$ cat src/design/frb_pkg.sv
/*
 * Package for the fuse read, burn and transport-key command block.
 * Assumes a parsed command arrives as one packet word and that an outside
 * SHA-256 core and fuse array answer over plain handshakes.
 */
package frb_pkg;
    localparam logic [7:0] OP_READ = 8'h02;
    localparam logic [7:0] OP_SINGLE_BURN = 8'h04;
    localparam logic [7:0] OP_BULK_BURN = 8'h10;
    localparam logic [7:0] OP_TRANSPORT_KEY = 8'h20;
    localparam logic [7:0] MODE_ROM = 8'h00;
    localparam logic [7:0] MODE_FUSE = 8'h01;
    localparam logic [7:0] RSP_OK = 8'h00;
    localparam logic [7:0] RSP_ERR = 8'h0F;
    localparam logic [15:0] BURN_SHORT = 16'h0000;
    localparam logic [15:0] BURN_LONG = 16'hFFFF;
    localparam int FUSE_COUNT = 128;
    localparam int MAP_BITS = 88;
    localparam int SECRET_FUSES = 64;
    localparam int STATUS_FIRST = 64;
    localparam int STATUS_LAST = 86;
    localparam int LOCK_FUSE = 87;
    localparam int SINGLE_ENABLE_FUSE = 1;
    localparam int FUSE_SHIFT = 5;
    localparam int ADDR_FUSE_BIT = 1;
    localparam logic [63:0] MSG_LEN = 64'h0000_0000_0000_01BF;
    localparam int CLK_MHZ = 100;
    localparam int SHORT_BURN_US = 250;
    localparam int LONG_BURN_MS = 262;
    // longest times round down
    localparam int SHORT_BURN_CYC = SHORT_BURN_US * CLK_MHZ;
    localparam int LONG_BURN_CYC = LONG_BURN_MS * 1000 * CLK_MHZ;
    localparam int BURN_CNT_W = 25;

    typedef enum logic [2:0] {
        FRB_IDLE = 3'b000,
        FRB_HASH = 3'b001,
        FRB_BURN = 3'b010,
        FRB_WAIT = 3'b011,
        FRB_DONE = 3'b100
    } frb_state_e;

    typedef struct packed {
        logic [7:0] opcode;
        logic [7:0] param1;
        logic [15:0] param2;
        logic [127:0] data;
    } frb_cmd_s;

    typedef struct packed {
        logic [2:0] len;
        logic [31:0] bytes;
    } frb_rsp_s;
endpackage

$ cat src/design/frb_fuse_cmd.sv
/*
 * Command engine for memory read, single status-fuse burn, transport-key
 * generation and bulk fuse burn.
 * Assumes commands arrive framed and CRC-checked from the link logic, a
 * SHA-256 core hashes one block on request, and the fuse array burns one
 * fuse per pulse; the whole block is reset by nrst on each wake.
 */
`timescale 1ns/1ps
`default_nettype none
module frb_fuse_cmd #(
    parameter int SHORT_CYC = frb_pkg::SHORT_BURN_CYC,
    parameter int LONG_CYC = frb_pkg::LONG_BURN_CYC
) (
    input wire logic clk,
    input wire logic nrst,
    input wire logic watchdog_expired,
    input wire logic cmd_valid,
    output logic cmd_ready,
    input wire frb_pkg::frb_cmd_s cmd,
    output logic rsp_valid,
    output frb_pkg::frb_rsp_s rsp,
    input wire logic rsp_ack,
    input wire logic [frb_pkg::FUSE_COUNT-1:0] fuse_state,
    output logic [31:0] rom_addr,
    input wire logic [31:0] rom_data,
    input wire logic [255:0] personalization_key_slot,
    output logic [15:0] key_index,
    output logic sha_start,
    output logic [511:0] sha_block,
    input wire logic sha_done,
    input wire logic [255:0] sha_digest,
    output logic fuse_burn,
    output logic [6:0] fuse_burn_index,
    output logic digest_valid
);
    // ------------------------------------------------------------
    // decode helpers
    // ------------------------------------------------------------
    function automatic logic lock_burned(input logic [frb_pkg::FUSE_COUNT-1:0] f);
        // burned fuses read zero
        lock_burned = !f[frb_pkg::LOCK_FUSE];
    endfunction

    function automatic logic [6:0] first_one(input logic [frb_pkg::MAP_BITS-1:0] m);
        first_one = 7'h00;
        for (int i = frb_pkg::MAP_BITS - 1; i >= 0; i--) begin
            if (m[i]) begin
                first_one = 7'(i);
            end
        end
    endfunction

    frb_pkg::frb_state_e state_q;
    logic [frb_pkg::MAP_BITS-1:0] map_q;
    logic [frb_pkg::BURN_CNT_W-1:0] burn_cnt_q;
    logic long_q;
    logic [255:0] digest_q;
    logic [7:0] result_q;
    logic [6:0] idx_q;
    logic [127:0] seed_q;

    wire [7:0] op = cmd.opcode;
    wire [7:0] p1 = cmd.param1;
    wire [15:0] p2 = cmd.param2;
    wire take = cmd_valid && cmd_ready;
    wire [6:0] fuse_idx = p1[6:0];
    wire single_idx_ok = (p1 >= 8'(frb_pkg::STATUS_FIRST))
        && (p1 <= 8'(frb_pkg::STATUS_LAST));
    wire dur_ok = (p2 == frb_pkg::BURN_SHORT) || (p2 == frb_pkg::BURN_LONG);
    wire [31:0] fuse_word = fuse_state[{p2[1:0], 5'h00} +: 32];
    wire [frb_pkg::MAP_BITS-1:0] clear_map = (p1 == 8'h01)
        ? (cmd.data[frb_pkg::MAP_BITS-1:0] ^ digest_q[frb_pkg::MAP_BITS-1:0])
        : cmd.data[frb_pkg::MAP_BITS-1:0];

    assign cmd_ready = (state_q == frb_pkg::FRB_IDLE) && !rsp_valid;
    assign rom_addr = {30'h0000_0000, p2[1:0]};

    // ------------------------------------------------------------
    // command state machine
    // ------------------------------------------------------------
    always_ff @(posedge clk or negedge nrst) begin
        if (!nrst) begin
            state_q <= frb_pkg::FRB_IDLE;
            rsp_valid <= 1'b0;
            rsp <= '0;
            map_q <= '0;
            long_q <= 1'b0;
            result_q <= 8'h00;
            idx_q <= 7'h00;
            seed_q <= '0;
            key_index <= 16'h0000;
        end else begin
            if (rsp_valid && rsp_ack) begin
                rsp_valid <= 1'b0;
            end
            case (state_q)
                frb_pkg::FRB_IDLE: begin
                    if (take) begin
                        rsp <= '{len: 3'd1, bytes: {24'h00_0000, frb_pkg::RSP_ERR}};
                        rsp_valid <= 1'b1;
                        case (op)
                            frb_pkg::OP_READ: begin
                                if (p2[15:2] == 14'h0000) begin
                                    if (p1 == frb_pkg::MODE_ROM && !p2[frb_pkg::ADDR_FUSE_BIT]) begin
                                        rsp <= '{len: 3'd4, bytes: rom_data};
                                    end else if (p1 == frb_pkg::MODE_FUSE
                                        && p2[frb_pkg::ADDR_FUSE_BIT]) begin
                                        // addresses 2,3 cover fuses 64..127 only
                                        rsp <= '{len: 3'd4, bytes: fuse_word};
                                    end
                                end
                            end
                            frb_pkg::OP_SINGLE_BURN: begin
                                if (single_idx_ok && dur_ok
                                    && fuse_state[frb_pkg::SINGLE_ENABLE_FUSE]) begin
                                    rsp_valid <= 1'b0;
                                    map_q <= '0;
                                    map_q[fuse_idx] <= 1'b1;
                                    long_q <= (p2 == frb_pkg::BURN_LONG);
                                    state_q <= frb_pkg::FRB_BURN;
                                end
                            end
                            frb_pkg::OP_TRANSPORT_KEY: begin
                                if (p1 == 8'h00 && !lock_burned(fuse_state)) begin
                                    rsp_valid <= 1'b0;
                                    key_index <= p2;
                                    seed_q <= cmd.data;
                                    state_q <= frb_pkg::FRB_HASH;
                                end
                            end
                            frb_pkg::OP_BULK_BURN: begin
                                // encrypted map needs a digest from this wake
                                if (dur_ok && !lock_burned(fuse_state)
                                    && (p1 == 8'h00 || (p1 == 8'h01 && digest_valid))) begin
                                    rsp_valid <= 1'b0;
                                    map_q <= clear_map;
                                    long_q <= (p2 == frb_pkg::BURN_LONG);
                                    state_q <= frb_pkg::FRB_BURN;
                                end
                            end
                            default: begin
                            end
                        endcase
                    end
                end
                frb_pkg::FRB_HASH: begin
                    if (sha_done) begin
                        state_q <= frb_pkg::FRB_DONE;
                    end
                end
                frb_pkg::FRB_BURN: begin
                    if (map_q == '0) begin
                        state_q <= frb_pkg::FRB_DONE;
                    end else begin
                        idx_q <= first_one(map_q);
                        map_q[first_one(map_q)] <= 1'b0;
                        state_q <= frb_pkg::FRB_WAIT;
                    end
                end
                frb_pkg::FRB_WAIT: begin
                    if (burn_cnt_q == '0) begin
                        state_q <= frb_pkg::FRB_BURN;
                    end
                end
                frb_pkg::FRB_DONE: begin
                    rsp <= '{len: 3'd1, bytes: {24'h00_0000, frb_pkg::RSP_OK}};
                    rsp_valid <= 1'b1;
                    state_q <= frb_pkg::FRB_IDLE;
                end
                default: begin
                    state_q <= frb_pkg::FRB_IDLE;
                end
            endcase
        end
    end

    // ------------------------------------------------------------
    // burn timer and fuse strobe
    // ------------------------------------------------------------
    always_ff @(posedge clk or negedge nrst) begin
        if (!nrst) begin
            burn_cnt_q <= '0;
            fuse_burn <= 1'b0;
            fuse_burn_index <= 7'h00;
        end else begin
            fuse_burn <= 1'b0;
            if (state_q == frb_pkg::FRB_BURN && map_q != '0) begin
                fuse_burn <= 1'b1;
                fuse_burn_index <= first_one(map_q);
                burn_cnt_q <= long_q ? frb_pkg::BURN_CNT_W'(LONG_CYC - 1)
                    : frb_pkg::BURN_CNT_W'(SHORT_CYC - 1);
            end else if (burn_cnt_q != '0) begin
                burn_cnt_q <= burn_cnt_q - 1'b1;
            end
        end
    end

    // ------------------------------------------------------------
    // transport digest
    // ------------------------------------------------------------
    assign sha_block = {personalization_key_slot, 64'hFFFF_FFFF_FFFF_FFFF,
        seed_q[127:1], 1'b1, frb_pkg::MSG_LEN};

    always_ff @(posedge clk or negedge nrst) begin
        if (!nrst) begin
            sha_start <= 1'b0;
            digest_q <= '0;
            digest_valid <= 1'b0;
        end else begin
            sha_start <= take && op == frb_pkg::OP_TRANSPORT_KEY && p1 == 8'h00
                && !lock_burned(fuse_state);
            if (watchdog_expired) begin
                digest_valid <= 1'b0;
                digest_q <= '0;
            end else if (state_q == frb_pkg::FRB_HASH && sha_done) begin
                digest_q <= sha_digest;
                digest_valid <= 1'b1;
            end
        end
    end
endmodule
`default_nettype wire

$ cat config.mk
export PLATFORM = sky130hd
export DESIGN_NAME = frb_fuse_cmd
export DESIGN_NICKNAME = d
export VERILOG_FILES = /design/src/design/frb_pkg.sv /design/src/design/frb_fuse_cmd.sv
export SDC_FILE = /design/constraint.sdc
export NUM_CORES = 1
export LEC_CHECK = 0
export BUFFER_PORTS_ARGS = -buffer_cell sky130_fd_sc_hd__buf_2
export CORE_AREA = 2 2 558 560
export DETAILED_ROUTE_END_ITERATION = 10
export DIE_AREA = 0 0 560 562
export PLACE_DENSITY_LB_ADDON = 0.08
export SETUP_SLACK_MARGIN = 0.1
export SLEW_MARGIN = 30
export SYNTH_ARGS = -nofsm -noshare
export SYNTH_HDL_FRONTEND = slang
export SYNTH_SLANG_ARGS = --single-unit
$ cat constraint.sdc
create_clock -name clk -period 6.45 [get_ports clk]
set_clock_uncertainty 0.15 [all_clocks]
set_input_delay 0.9675 -clock clk [delete_from_list [all_inputs] [get_ports clk]]
set_output_delay 0.9675 -clock clk [all_outputs]
set_load 0.01 [all_outputs]
==> flow_metrics.env <==
export IMPL_clock_sinks=393
export IMPL_route_antenna_remaining_nets=0
export IMPL_antenna_found_initial=78
export IMPL_die_w_um=560
export IMPL_place_inst=6734
export IMPL_syn_avg_cell_area_um2=9.62
export IMPL_max_slew_margin_rel=0.366
export IMPL_nets=3528
export IMPL_timing_rr_start="map_q[83]"
export IMPL_die_h_um=562
export IMPL_crit_path_start="map_q[83]"
export IMPL_drv_cap=0
export IMPL_numCtsBuffers=72
export IMPL_min_path_type="primary input to flop"
export IMPL_leakagePower_nw=12.8
export IMPL_critical_path_class="flop to flop"
export IMPL_grt_pass1_wl_mm=199
export IMPL_dr_pass1_iters=4
export IMPL_stdcell_count=6860
export IMPL_hpwl_mm=115
export IMPL_post_route_min_period_ps=3830
export IMPL_fin_crit_sh=0.594
export IMPL_hold_depth=2
export IMPL_cp_max_fo=21
export IMPL_clock_power_share=0.539
export IMPL_finalSetupViolCount=0
export IMPL_cp_arrival_ps=4300
export IMPL_synth_edf_count=0
export IMPL_p_seq_frac=0.354
export IMPL_status="finished clean"
export IMPL_boundaryPins=1445
export IMPL_drive_gt1_frac=0.296
export IMPL_p_switching_mw=2.05
export IMPL_required_ps=6920
export IMPL_drc_errors=0
export IMPL_ys_flop_type="dfrtp_1"
export IMPL_layout_commonest_cell="buf_2"
export IMPL_grt_ovfl_total=0
export IMPL_vias_per_cell=2.75
export IMPL_powerDensity_nw_per_um2=230
export IMPL_top_layer="met5"
export IMPL_seq_area_frac_synth=0.425
export IMPL_nFillCells=36000
export IMPL_final_cell_mix="buf_2, dfrtp_1, nand2_1, conb_1, a21oi_1"
export IMPL_synth_cell_type_count=71
export IMPL_rows=204
export IMPL_critPathCaptureType="flop"
export IMPL_drt_iter0_drc=739
export IMPL_cts_tree="yes"
export IMPL_portBuffers=541
export IMPL_wl_per_cell_um=21.9
export IMPL_vias=18900
export IMPL_worstHoldStart="cmd[127]"
export IMPL_peakVddDrop_mv=0.139
export IMPL_tns_ps=0
export IMPL_switching_share=0.290
export IMPL_rsz0062_at_grt="no"
export IMPL_synth_seq_cells=393
export IMPL_area_growth_pct=32.4
export IMPL_wl_met2_mm=74.4
export IMPL_hold_violations=0
export IMPL_cts_max_path_buffers=4
export IMPL_grt_max_degree=92
export IMPL_drv_slew=0
export IMPL_die_area_um2=315000
export IMPL_r2r_cells=7
export IMPL_cts_root_buf="clkbuf_16"
export IMPL_fmax_mhz=261
export IMPL_routabilityCongestion=0.707
export IMPL_start_util=0.0751
export IMPL_cp_start_kind="flop"
export IMPL_netlist_area_um2=23200
export IMPL_grt_usage=0.0924
export IMPL_dr_wl_met3_mm=12.2
export IMPL_cts_clk_slew_worst_paths_ps=60
export IMPL_postSynthCellCount=2407
export IMPL_p_comb_frac=0.107
export IMPL_worst_pin_slew_ps=947
export IMPL_coreArea_um2=308000
export IMPL_async_flop_share=1.00
export IMPL_h_tree_depth=3
export IMPL_cts_setup_buffers=0
export IMPL_intPower_mw=5.01
export IMPL_m1WireLength_mm=57.1
export IMPL_wirelength_mm=150
export IMPL_synth_warnings=0
export IMPL_clock_latency_ps=780
export IMPL_grt_pass1_vias=20300
==> power by group through the flow <==
stage	Clock (mW)	Sequential [mW]	Combinational, mW
floorplan	0	2.54	0.617
global placement	0	2.54	0.798
detailed placement	0	2.54	0.794
CTS	4.09	2.50	0.799
global route	4.15	2.50	0.861
finish	3.81	2.50	0.758
==> cell type report <==
type	instances	area (um2)	share of cell area
antenna	13	32.5	0.00106
timing repair buffer	597	3250	0.106
clock inverter	11	136	0.00445
multi-input combinational	1600	10200	0.331
inverter	25	93.8	0.00306
sequential	393	9830	0.321
tap	4120	5150	0.168
clock buffer	101	2010	0.0656
==> cells by family (layout without fill, tap and decap cells) <==
kind of cell,count (synthesis),count (layout),synth area share
and+or+nand+nor,620,620,0.125
DFF,393,393,0.425
muxes,263,263,0.122
adders and majority gates,1,1,0.000540
xor gates and xnor gates,107,107,0.0405
AOI/OAI and AO/OA,449,449,0.121
buffers and inverters,572,734,0.167
other,2,173,0.000324
==> per-stage QoR <==
stage | hold WS [ps] | utilization | instance area, um2 | setup WS [ps] | total power [mW]
2_1_floorplan | 308 | - | 23700 | 3080 | 3.16
3_3_place_gp | 316 | 0.0921 | 28400 | 1250 | 3.34
3_5_place_dp | 320 | 0.0923 | 28500 | 1740 | 3.33
4_1_cts | 152 | 0.0993 | 30600 | 2350 | 7.39
5_1_grt | 192 | 0.0994 | 30600 | 2130 | 7.50
6_report | 253 | 0.0995 | 30700 | 2620 | 7.06
==> Yosys cell counts (all sizes together), types with 3 or more instances <==
library cell,instances,area share
clkbuf,89,0.014
nor2,100,0.016
or3,15,0.0041
mux2i,113,0.049
o31ai,10,0.0032
a21oi,153,0.033
nand2,351,0.057
a41oi,54,0.020
a211oi,9,0.0029
o21bai,3,0.00097
or4,16,0.0053
or2,5,0.0014
buf,458,0.15
o31a,4,0.0015
a21o,5,0.0016
nor3,22,0.0058
dfrtp,393,0.42
o311ai,3,0.0011
nor3b,4,0.0019
o22ai,91,0.025
o21ai,56,0.012
xnor2,11,0.0042
nand3,16,0.0037
inv,24,0.0039
o211ai,5,0.0016
o2111ai,6,0.0023
mux2,150,0.073
a2111oi,4,0.0015
nand4,13,0.0035
nor2b,13,0.0035
a31oi,33,0.0089
nor4,38,0.014
nand2b,7,0.0019
nand4b,3,0.0011
xor2,96,0.036
and2,7,0.0019
==> timing repair <==
item | 4_1_cts | 5_1_grt
endpoints found under the hold margin | 38 | 0
hold buffers | 1 | 0
resized for setup | 0 | 0
endpoints found under the setup margin | 0 | 0
==> worst paths after layout <==
path	endpoint	slack, ps
setup / recovery	map_q[63]	2620
max in group asynchronous	key_index[13]	4340
min in group asynchronous	seed_q[107]	610
hold / removal	seed_q[127]	250
setup reg to reg	map_q[63]	2620
hold reg to reg	key_index[12]	320
==> layer usage <==
metal	track usage	vias to the layer above
li1	-	8437
met1	0.100	9255
met2	0.162	808
met3	0.0349	321
met4	0.0342	68
met5	0	-
==> worst max-delay path, cell delays in order (launching register included) <==
cell	delay, ps
dfrtp_1	410
nor4_1	800
a211oi_1	180
o21ai_0	400
a311o_1	310
and3_2	770
nand3_1	330
o31a_1	360
==> flip-flops by register name (all words and copies together) (netlist names) <==
signal / count
key_index: 16
rsp_valid: 1
digest_valid: 1
sha_start: 1
state_q: 3
map_q: 88
long_q: 1
fuse_burn: 1
digest_q: 88
fuse_burn_index: 7
burn_cnt_q: 25
seed_q: 127
rsp: 34
No activity file was read; power rests on OpenSTA's default activity.
